File: config.mk
export PLATFORM = sky130hd
export DESIGN_NAME = ccr_clock_ratio_ctrl
export DESIGN_NICKNAME = d
export VERILOG_FILES = /design/src/ccr_pkg.sv /design/src/ccr_clock_ratio_ctrl.sv
export SDC_FILE = /design/constraint.sdc
export NUM_CORES = 1
export LEC_CHECK = 0
export ABC_AREA = 1
export BUFFER_PORTS_ARGS = -buffer_cell sky130_fd_sc_hd__buf_4
export CORE_ASPECT_RATIO = 0.9
export CORE_MARGIN = 5
export CORE_UTILIZATION = 56
export CTS_BUF_LIST = sky130_fd_sc_hd__clkbuf_16
export CTS_CLUSTER_DIAMETER = 80
export DETAILED_ROUTE_END_ITERATION = 7
export GPL_TIMING_DRIVEN = 0
export PLACE_DENSITY_LB_ADDON = 0.25
export SYNTH_ARGS = -nofsm -noshare
export SYNTH_HDL_FRONTEND = slang
export SYNTH_SLANG_ARGS = --single-unit
File: constraint.sdc
create_clock -name clk_sys -period 5.3 [get_ports clk_sys]
set_input_delay 0.53 -clock clk_sys [delete_from_list [all_inputs] [get_ports clk_sys]]
set_output_delay 0.53 -clock clk_sys [all_outputs]
set_load 0.03 [all_outputs]
File: src/ccr_pkg.sv
// constants and types for the cluster clock ratio controller
package ccr_pkg;
   // register offsets
   localparam logic [15:0] OFS_GLOBAL_CC = 16'h0028;
   localparam logic [15:0] OFS_HUB_PWRUP = 16'h0030;
   localparam logic [15:0] OFS_PRESCALE = 16'h0048;
   localparam logic [15:0] OFS_LOCAL_BASE = 16'h1000;
   localparam logic [15:0] OFS_LOCAL_RATIO = 16'h0018;
   localparam int LOCAL_STRIDE_LSB = 8;
   // master prescale control fields
   localparam int PRESC_DIV_LSB = 0;
   localparam int PRESC_DIV_W = 8;
   localparam int PRESC_EN_BIT = 8;
   localparam int PRESC_RB_LSB = 16;
   localparam logic [7:0] PRESC_DIV_RST = 8'h03;
   // global clock change control fields
   localparam int CC_REQ_BIT = 8;
   localparam int CC_BUSY_BIT = 10;
   localparam int SETTLE_DLY_LSB = 20;
   localparam int SETTLE_DLY_W = 10;
   localparam logic [9:0] SETTLE_DLY_RST = 10'h050;
   // local ratio field
   localparam int RATIO_W = 3;
   localparam logic [2:0] RATIO_RST = 3'h0;
   localparam logic [2:0] HUB_RATIO_MAX = 3'h1;
   localparam int HUB_PWR_BIT = 0;
   localparam logic [63:0] RD_ZERO = 64'h0000_0000_0000_0000;

   typedef struct packed {
      logic wr;
      logic rd;
      logic debug;
      logic [15:0] addr;
      logic [63:0] wdata;
   } ccr_req_type;

   typedef struct packed {
      logic valid;
      logic [63:0] data;
   } ccr_rsp_type;

   typedef enum logic [2:0] {
      ST_IDLE = 3'b001,
      ST_SETTLE = 3'b010,
      ST_APPLY = 3'b100
   } ccr_state_type;
endpackage

File: src/ccr_clock_ratio_ctrl.sv
// cluster clock ratio control: prescaler, domain dividers, hub power-up
// Functional notes
// - prescaler divides clock by divisor plus one
// - divisor accepted only with update enable set
// - prescaler output feeds every clock domain
// - readback field shows active prescale ratio
// - each core domain divides further, 1:1 to 1:8
// - hub domain limited to 1:1 or 1:2
// - one local ratio register per domain
// - request bit starts coordinated ratio change
// - hardware clears request bit when done
// - busy bit high while change runs
// - settle delay field, default 80 clocks
// - hub powered whenever any core powered
// - debug write powers non-operational hub until cleared by debug write of zero
// - hub power-up write of one ignored when operational
// - unmapped reads zero, writes dropped silently
`timescale 1ns/1ps
module ccr_clock_ratio_ctrl #(
   parameter int NUM_CORES = 2
) (
   input wire logic clk_sys,
   input wire logic sys_rst,
   input wire ccr_pkg::ccr_req_type reg_req,
   output ccr_pkg::ccr_rsp_type reg_rsp,
   input wire logic [NUM_CORES-1:0] core_powered_up,
   input wire logic hub_operational,
   output logic hub_power_req,
   output logic prescale_clk_en,
   output logic [NUM_CORES:0] domain_clk_en
);
   import ccr_pkg::*;

   // domain 0 is the coherence hub, domains 1..NUM_CORES are cores
   localparam int NUM_DOM = NUM_CORES + 1;

   if (NUM_CORES < 1 || NUM_CORES > 64) begin : g_bad_cores
      $error("NUM_CORES out of range");
   end

   // local ratio register decode: index of domain, or NUM_DOM if none
   function automatic int local_index(input logic [15:0] addr);
      int idx;
      idx = NUM_DOM;
      if (addr >= OFS_LOCAL_BASE &&
          addr[LOCAL_STRIDE_LSB-1:0] == OFS_LOCAL_RATIO[7:0]) begin
         idx = int'(addr[15:LOCAL_STRIDE_LSB]) -
               int'(OFS_LOCAL_BASE[15:LOCAL_STRIDE_LSB]);
         if (idx >= NUM_DOM) begin
            idx = NUM_DOM;
         end
      end
      return idx;
   endfunction

   ccr_state_type state;
   ccr_state_type next_state;
   logic [7:0] presc_div;
   logic [7:0] next_presc_div;
   logic presc_en;
   logic next_presc_en;
   logic [7:0] presc_cnt;
   logic [7:0] next_presc_cnt;
   logic presc_tick;
   logic chg_req;
   logic next_chg_req;
   logic [9:0] settle_dly;
   logic [9:0] next_settle_dly;
   logic [9:0] settle_cnt;
   logic [9:0] next_settle_cnt;
   logic hub_standalone;
   logic next_hub_standalone;
   logic [RATIO_W-1:0] dom_pend [NUM_DOM];
   logic [RATIO_W-1:0] next_dom_pend [NUM_DOM];
   logic [RATIO_W-1:0] dom_act [NUM_DOM];
   logic [RATIO_W-1:0] next_dom_act [NUM_DOM];
   logic [RATIO_W-1:0] dom_cnt [NUM_DOM];
   logic [RATIO_W-1:0] next_dom_cnt [NUM_DOM];
   logic [NUM_DOM-1:0] applied;
   logic [NUM_DOM-1:0] next_applied;
   logic [NUM_DOM-1:0] dom_edge;
   logic [NUM_DOM-1:0] next_dom_en;
   logic next_presc_clk_en;
   ccr_rsp_type next_rsp;
   int wr_idx;
   int rd_idx;

   assign wr_idx = local_index(reg_req.addr);
   assign rd_idx = wr_idx;

   // prescaler tick; >= covers a divisor lowered mid-count
   assign presc_tick = (presc_cnt >= presc_div);

   // prescaler, control registers and sequencer
   always_comb begin
      next_presc_div = presc_div;
      next_presc_en = presc_en;
      next_presc_cnt = presc_tick ? 8'h00 : presc_cnt + 8'h01;
      next_presc_clk_en = presc_tick;
      next_chg_req = chg_req;
      next_settle_dly = settle_dly;
      next_settle_cnt = settle_cnt;
      next_hub_standalone = hub_standalone;
      next_state = state;
      if (reg_req.wr) begin
         unique case (reg_req.addr)
            OFS_PRESCALE: begin
               next_presc_en = reg_req.wdata[PRESC_EN_BIT];
               if (reg_req.wdata[PRESC_EN_BIT]) begin
                  next_presc_div =
                     reg_req.wdata[PRESC_DIV_LSB +: PRESC_DIV_W];
               end
            end
            OFS_GLOBAL_CC: begin
               next_settle_dly =
                  reg_req.wdata[SETTLE_DLY_LSB +: SETTLE_DLY_W];
               if (state == ST_IDLE && !chg_req &&
                   reg_req.wdata[CC_REQ_BIT]) begin
                  next_chg_req = 1'b1;
               end
            end
            OFS_HUB_PWRUP: begin
               // held request, set only from a non-operational hub, cleared by a debug write of zero
               if (reg_req.debug && !hub_operational) begin
                  next_hub_standalone = reg_req.wdata[HUB_PWR_BIT];
               end else if (reg_req.debug &&
                            !reg_req.wdata[HUB_PWR_BIT]) begin
                  next_hub_standalone = 1'b0;
               end
            end
            default: begin
            end
         endcase
      end
      unique case (state)
         ST_IDLE: begin
            if (chg_req) begin
               next_state = ST_SETTLE;
               next_settle_cnt = settle_dly;
            end
         end
         ST_SETTLE: begin
            if (settle_cnt == 10'h000) begin
               next_state = ST_APPLY;
            end else begin
               next_settle_cnt = settle_cnt - 10'h001;
            end
         end
         ST_APPLY: begin
            if (&applied) begin
               next_state = ST_IDLE;
               next_chg_req = 1'b0;
            end
         end
         default: begin
            next_state = ST_IDLE;
         end
      endcase
   end

   always_ff @(posedge clk_sys or posedge sys_rst) begin
      if (sys_rst) begin
         state <= ST_IDLE;
         presc_div <= PRESC_DIV_RST;
         presc_en <= 1'b0;
         presc_cnt <= 8'h00;
         prescale_clk_en <= 1'b0;
         chg_req <= 1'b0;
         settle_dly <= SETTLE_DLY_RST;
         settle_cnt <= 10'h000;
         hub_standalone <= 1'b0;
      end else begin
         state <= next_state;
         presc_div <= next_presc_div;
         presc_en <= next_presc_en;
         presc_cnt <= next_presc_cnt;
         prescale_clk_en <= next_presc_clk_en;
         chg_req <= next_chg_req;
         settle_dly <= next_settle_dly;
         settle_cnt <= next_settle_cnt;
         hub_standalone <= next_hub_standalone;
      end
   end

   // per-domain dividers, all stepped by the prescaler tick
   generate
      for (genvar i = 0; i < NUM_DOM; i++) begin : g_dom
         assign dom_edge[i] = presc_tick && (dom_cnt[i] >= dom_act[i]);
         always_comb begin
            next_dom_pend[i] = dom_pend[i];
            next_dom_act[i] = dom_act[i];
            next_applied[i] = applied[i];
            next_dom_cnt[i] = dom_cnt[i];
            next_dom_en[i] = dom_edge[i];
            if (presc_tick) begin
               next_dom_cnt[i] = dom_edge[i] ? 3'h0 : dom_cnt[i] + 3'h1;
            end
            if (reg_req.wr && wr_idx == i) begin
               next_dom_pend[i] = reg_req.wdata[RATIO_W-1:0];
               if (i == 0 && reg_req.wdata[RATIO_W-1:0] > HUB_RATIO_MAX) begin
                  next_dom_pend[i] = HUB_RATIO_MAX;
               end
            end
            if (state != ST_APPLY) begin
               next_applied[i] = 1'b0;
            end else if (!applied[i] && dom_edge[i]) begin
               next_dom_act[i] = dom_pend[i];
               next_applied[i] = 1'b1;
            end
         end
         always_ff @(posedge clk_sys or posedge sys_rst) begin
            if (sys_rst) begin
               dom_pend[i] <= RATIO_RST;
               dom_act[i] <= RATIO_RST;
               dom_cnt[i] <= 3'h0;
               applied[i] <= 1'b0;
               domain_clk_en[i] <= 1'b0;
            end else begin
               dom_pend[i] <= next_dom_pend[i];
               dom_act[i] <= next_dom_act[i];
               dom_cnt[i] <= next_dom_cnt[i];
               applied[i] <= next_applied[i];
               domain_clk_en[i] <= next_dom_en[i];
            end
         end
      end
   endgenerate

   assign hub_power_req = (|core_powered_up) || hub_standalone;

   // read answer, one cycle after the request
   always_comb begin
      next_rsp.valid = reg_req.rd;
      next_rsp.data = RD_ZERO;
      if (reg_req.rd) begin
         unique case (reg_req.addr)
            OFS_PRESCALE: begin
               next_rsp.data[PRESC_DIV_LSB +: PRESC_DIV_W] = presc_div;
               next_rsp.data[PRESC_EN_BIT] = presc_en;
               next_rsp.data[PRESC_RB_LSB +: PRESC_DIV_W] = presc_div;
            end
            OFS_GLOBAL_CC: begin
               next_rsp.data[CC_REQ_BIT] = chg_req;
               next_rsp.data[CC_BUSY_BIT] = (state != ST_IDLE);
               next_rsp.data[SETTLE_DLY_LSB +: SETTLE_DLY_W] = settle_dly;
            end
            OFS_HUB_PWRUP: begin
               next_rsp.data[HUB_PWR_BIT] = hub_standalone;
            end
            default: begin
               if (rd_idx < NUM_DOM) begin
                  next_rsp.data[RATIO_W-1:0] = dom_pend[rd_idx];
               end
            end
         endcase
      end
   end

   always_ff @(posedge clk_sys or posedge sys_rst) begin
      if (sys_rst) begin
         reg_rsp <= '0;
      end else begin
         reg_rsp <= next_rsp;
      end
   end
endmodule

# ---- Word level (Yosys, flattened, before mapping)
# Index checks and enable logic that the tools add are counted.
dict set report classes {
  div_mod_pow 0
  reduce_logical 40
  bitwise 2
  multipliers 0
  shift 0
  order_cmp 9
  add_sub_neg 6
  muxes 42
  n_eq_ne 15
}
# operator count
set op_table {}
lappend op_table {{32-bit 2-to-1 mux} 2}
lappend op_table {{16-bit by 6-bit equality test with 1-bit output (second input constant)} 2}
lappend op_table {{32-bit by 2-bit equality test with 1-bit output (second input constant)} 1}
lappend op_table {{32-bit by 3-bit equality test with 1-bit output (second input constant)} 1}
lappend op_table {{32-bit by 3-bit >= comparator with 1-bit output (second input constant)} 1}
lappend op_table {{32-bit zero test} 1}
lappend op_table {{32-bit by 3-bit < comparator with 1-bit output (second input constant)} 1}
lappend op_table {{32-bit NOT} 1}
lappend op_table {{3-bit 2-to-1 mux} 10}
lappend op_table {{10-bit 2-to-1 mux} 2}
lappend op_table {{10-bit one-hot mux with 2 select lines} 1}
lappend op_table {{16-bit by 7-bit equality test with 1-bit output (second input constant)} 1}
lappend op_table {{16-bit by 13-bit >= comparator with 1-bit output (second input constant)} 1}
lappend op_table {{1-bit 2-to-1 mux} 15}
lappend op_table {{3-bit AND reduction} 5}
lappend op_table {{1-bit logical AND} 14}
lappend op_table {{14-bit 2-to-1 mux} 1}
lappend op_table {{10-bit zero test} 1}
lappend op_table {{2-bit AND reduction} 5}
lappend op_table {{2-bit nonzero test} 5}
lappend op_table {{10-bit by 1-bit subtractor with 10-bit output (second input constant)} 1}
lappend op_table {{3-bit by 1-bit adder with 3-bit output (second input constant)} 3}
lappend op_table {{3-bit >= comparator} 3}
lappend op_table {{9-bit by 3-bit >= comparator with 1-bit output (second input constant)} 1}
lappend op_table {{other kinds (26)} 35}
dict set report totals {
  latchBits 0
  output_inout_bits 70
  rom_bits 0
  ram_bits 0
  elab_cells 140
  ff_bits 101
  mem_count 0
  input_bits 88
}

# ---- Logic depth before layout (Yosys ltp)
dict set report depth {
  word_depth 11
  mapped_depth 14
  depth_no_buf 14
}

# ---- Worst setup path after synthesis
# Ideal clock, no wire load.
dict set report synth_path {
  kind {register to register}
  startpoint {register presc_div[1]}
  endpoint {register dom_cnt[0] (netlist bit)}
  synth_period_minus_slack_ns 1.856
  n_path_buf 2
  required_time_ns 5.180
  t_arrival_ns 1.736
  setup_ns 0.120
  stages_incl_launch_ff 11
  slack_ns 3.444
  path_cell_list {dfstp_2 > inv_1 > ha_1 > a21oi_1 > o21ai_0 > nand2_1 > o2111ai_1 > buf_2 > buf_2 > o21ai_0 > inv_1}
}
dict set report synth_between {
  elab_chain_len 3
}
# item line_no
set synth_lines {}
lappend synth_lines {{start: declaration} ccr_clock_ratio_ctrl.sv:58} ;# logic [7:0] presc_div;
lappend synth_lines {{start signal: assignment} ccr_clock_ratio_ctrl.sv:174} ;# presc_div <= next_presc_div;
lappend synth_lines {{8-bit >= comparator *} ccr_clock_ratio_ctrl.sv:92} ;# assign presc_tick = (presc_cnt >= presc_div);
lappend synth_lines {{1-bit logical AND} ccr_clock_ratio_ctrl.sv:188} ;# assign dom_edge[i] = presc_tick && (dom_cnt[i] >= dom_act[i]);
lappend synth_lines {{3-bit 2-to-1 mux} ccr_clock_ratio_ctrl.sv:196} ;# next_dom_cnt[i] = dom_edge[i] ? 3'h0 : dom_cnt[i] + 3'h1;
lappend synth_lines {{end signal: indexed assignment} ccr_clock_ratio_ctrl.sv:221} ;# dom_cnt[i] <= next_dom_cnt[i];
lappend synth_lines {{end: declaration} ccr_clock_ratio_ctrl.sv:77} ;# logic [RATIO_W-1:0] dom_cnt [NUM_DOM];
# Every way passes the cells marked *; elsewhere a longest branch is shown, timed or not.
# A chain may end at the register's enable or synchronous reset.

# ---- Worst setup path after layout
dict set report layout_path {
  startpoint {register presc_div[1]}
  endpoint {register dom_act[8] (netlist bit)}
}
dict set report layout_between {
  elab_chain_len 4
}
# item line_no
set layout_lines {}
lappend layout_lines {{8-bit >= comparator} ccr_clock_ratio_ctrl.sv:92}
lappend layout_lines {{1-bit logical AND} ccr_clock_ratio_ctrl.sv:188}
lappend layout_lines {{via dom_edge[0]} ccr_clock_ratio_ctrl.sv:81} ;# logic [NUM_DOM-1:0] dom_edge;
lappend layout_lines {{1-bit logical AND} ccr_clock_ratio_ctrl.sv:206} ;# end else if (!applied[i] && dom_edge[i]) begin
lappend layout_lines {{2-bit AND reduction (no line)} --}
lappend layout_lines {{end signal: indexed assignment} ccr_clock_ratio_ctrl.sv:220} ;# dom_act[i] <= next_dom_act[i];
lappend layout_lines {{end: declaration} ccr_clock_ratio_ctrl.sv:75} ;# logic [RATIO_W-1:0] dom_act [NUM_DOM];
# The timed path passes the listed nets, and every way through them passes these cells.

==> results by group <==
Synth
  • Share of the synthesized area in compound gates (AO/OA/AOI/OAI): a little under a tenth
  • Post-Syn Area: 5320 µm²
  • Synth Area in XOR/XNOR: less than 1%
  • Post-Synthesis Cells: between 600 and 700
  • Main synth FF type: sky130_fd_sc_hd__dfrtp_1
  • Average cell area after synthesis: between 8 and 9 µm²
  • Number of distinct library cell variants in the gate-level netlist after synthesis: 41
  • Synthesis Warnings: 0
  • Post-synth EDFFs: 0
  • Share of synthesized cell area in and, or, nand and nor gates: 22.0%
  • Share of flip-flops with an asynchronous set or reset after synthesis: 100%
  • Dominant combinational cell family by area after synthesis: simple AND/OR/NAND/NOR gates
  • Synth area leaders: sky130_fd_sc_hd__dfrtp_1 (45%), sky130_fd_sc_hd__nand2_1 (7.6%), sky130_fd_sc_hd__buf_4 (6.1%)
  • Mux contribution to synthesized area: under 10%
  • Portion of synthesized cell area occupied by the leading cell type: about 45%
  • Synthesized flop and latch total: 100
  • Dominant cell type by area after synthesis: sky130_fd_sc_hd__dfrtp_1
  • Portion of the post-synthesis area used by sequential elements: between 40% and 50%
  • Synthesized-area fraction occupied by adder cells: under 10%

Floorplanning
  • Core Footprint: 9210 µm²
  • Area of the die: around 12000 µm²
  • Effective utilization at floorplan: around 58%
  • Die width: 113 µm
  • Number of top-level pins: 158
  • Die height: 102 µm
  • Row cnt: 33

Clocking
  • Quantity of gates resized following cts: 0
  • Clock H-tree levels: 3
  • Post-CTS setup buffer count: 0
  • Clock latency of the later-clocked register in the worst-skew pair: ~330 ps
  • Clock-pin slew on the worst setup and hold paths: about 70 ps
  • CTS Hold Bufs: 0
  • TritonCTS clock tree: built
  • Clk sinks: 100
  • CTS Root Buffer Type: sky130_fd_sc_hd__clkbuf_16
  • Max Buffers Root-to-Sink: 2
  • TritonCTS buffer count: 9

Pwr
  • Worst ir drop on vdd: 249 µV
  • P per Cell Area: between 200 and 250 nW/µm²
  • Leak Pwr: between 3 and 4 nW

Setup path
  • Worst setup path class: flip-flop to flip-flop
  • Element type at the critical path start: flip-flop
  • Largest stage delay on the critical path: about 530 ps
  • Data arrival at the endpoint of the critical path: ~2400 ps
  • Top cell by count, worst path: sky130_fd_sc_hd__nand2_1
  • Maximum fanout encountered on the critical timing path: 10
  • Crit. End Element: flip-flop
  • FF-to-FF setup slack: between 3000 and 4000 ps
  • CP cell instances: inv_1 > ha_1 > a21oi_1 > o21ai_0 > nand2_1 > o2111ai_1 > buf_2 > nand2_1 > inv_2 > nand2_1 > nand2_1 > nand2_1
  • Required time of the critical path: approximately 5500 ps
  • CP max-delay cell: sky130_fd_sc_hd__dfstp_2

Drt
  • Average wire per standard cell: between 10 and 15 µm
  • Violation count after the first detailed-route iteration: about 220
  • Detail-routed via count per cell: slightly above 5
  • Number of iterations in the first detailed-routing pass: 5
  • Vias after detailed routing: approximately 4.3k
  • Final wirelength: 11600 µm
  • DRC viols: 0
  • Number of antenna-violating nets in the routed design: 0

Status
  • Result of the run: completed

Global route
  • Number of antenna violations at the first check in global routing: 0
  • Maximum number of pins on one net before global-route repair: between 70 and 80
  • Aggregate global routing overflow: 0
  • Vias in the first global route: approximately 4.3k
  • Total track usage: around 22%
  • Global-route wire length before repair: roughly 20000 µm

Placed design
  • Instance count after placement with tap cells included: between 800 and 900
  • DPL Wire Length: slightly below 9000 µm
  • Number of buffers inserted by port buffering: between 70 and 80
  • Final GP Congestion: approximately 0.90

STA
  • Period utilization: a little over two fifths
  • Final Setup Violations: 0
  • Transition time at the pin with the least slew margin: between 500 and 600 ps
  • Highest clock frequency the design can meet: roughly 450 MHz
  • Skew final: 5.35 ps
  • Setup repair after global routing missed its margin: no
  • Count of final hold-check violations: 0
  • Post-Route Setup TNS: 0 ps
  • Min Clock Period, post-route: between 2000 and 2500 ps
  • Worst max-slew margin expressed relative to the limit: approximately two thirds
  • Number of max-slew violations in the final report: 0

Finish
  • Synthesis-to-finish area growth: 21.4%
  • Most frequent standard cell in the layout excluding fill and tap cells: sky130_fd_sc_hd__buf_4
  • Leading cell types in the layout, fill and taps excluded: sky130_fd_sc_hd__buf_4 (115), sky130_fd_sc_hd__nand2_1 (108), sky130_fd_sc_hd__dfrtp_1 (95), sky130_fd_sc_hd__inv_1 (81), sky130_fd_sc_hd__nor2_1 (59)
  • Net count reported at finish: 840
  • Final std cells w/o fill: approximately 860
  • Antenna diode instance count: 0
  • Proportion of layout cells with a drive suffix above 1: between 20% and 30%

Worst hold path
  • Worst Hold Class: input port to asynchronous set/reset pin

Job
  • Max-cap violations: 0
## logic make-up (layout without fill, tap and decap cells)
family | Yosys count | after routing
and+or+nand+nor | 245 | 245
buffers and inverters | 139 | 228
DFF | 100 | 100
AOI/OAI and AO/OA | 86 | 86
adders and majority gates | 24 | 24
xor gates and xnor gates | 5 | 5
muxes | 5 | 5
other | 1 | 40
## Yosys cell counts, types with 8 or more instances
cell type	instances
sky130_fd_sc_hd__buf_4	43
sky130_fd_sc_hd__o21ai_0	34
sky130_fd_sc_hd__nand4_1	10
sky130_fd_sc_hd__nor2_1	59
sky130_fd_sc_hd__nand2_1	108
sky130_fd_sc_hd__nand3_1	35
sky130_fd_sc_hd__inv_1	81
sky130_fd_sc_hd__dfrtp_1	95
sky130_fd_sc_hd__o21ai_1	11
sky130_fd_sc_hd__a21oi_1	24
sky130_fd_sc_hd__ha_1	24
sky130_fd_sc_hd__nor3_1	8
## worst paths after layout
path | from | endpoint | depth (start not counted)
worst min register to register | dom_act[4] | dom_act[4] | 2
worst max register to register | presc_div[1] | dom_act[8] | 12
min in group clk_sys | reg_req[81] | reg_rsp[64] | 1
worst max-delay path | presc_div[1] | dom_act[8] | 12
worst min-delay path | sys_rst | presc_cnt[4] | 2
max in group asynchronous | sys_rst | state[0] | 3
## stage by stage
stage                     setup slack [ps]  instance area [µm²]  hold WS (ps)  power, mW  utilization (%)
final                                 3090                 6450           166       1.50             70.1
after global placement                1110                 6160           461      0.917             66.9
after CTS                             3110                 6450           168       1.51             70.1
after global routing                  2890                 6450           188       1.56             70.1
after detailed placement              3130                 6190           463      0.922             67.2
after floorplan                       2160                 5460           442      0.879                -
## registers in the layout (all words and copies together), names as in the netlist, 8 cells and up
signal and count:
presc_div 8, dom_cnt 9, reg_rsp 24, presc_cnt 8, settle_cnt 10, dom_pend 9, dom_act 9, settle_dly 10
## power by group
group | switching (mW) | total (mW) | leakage, nW | internal [mW]
combinational | 0.0890 | 0.141 | 2.07 | 0.0524
sequential | 0.00199 | 0.768 | 1.28 | 0.766
clock | 0.276 | 0.593 | 0.135 | 0.317
## critical path: cells and delay by family, from the launching register on
kind | cells | cell delay [ps]
flops | 1 | 530
fa+ha+maj | 1 | 300
compound gates | 3 | 370
simple gates | 5 | 450
buf+inv | 3 | 460
## routing by layer
metal	GRT usage, %	routed length [µm]
met5	0	0
met4	6.65	234
met3	4.56	744
met2	36.3	5420
met1	28.3	5160
## layout make-up
type                       instances  area [µm²]
clock inverter                     7        42.5
multi-input combinational        405        2240
inverter                          88         343
clock buffer                       9         225
fill                             689        2750
buffer                            51         373
sequential                       100        2510
tap                              122         153
timing repair buffer              73         568
(Power assumes the default switching activity.)
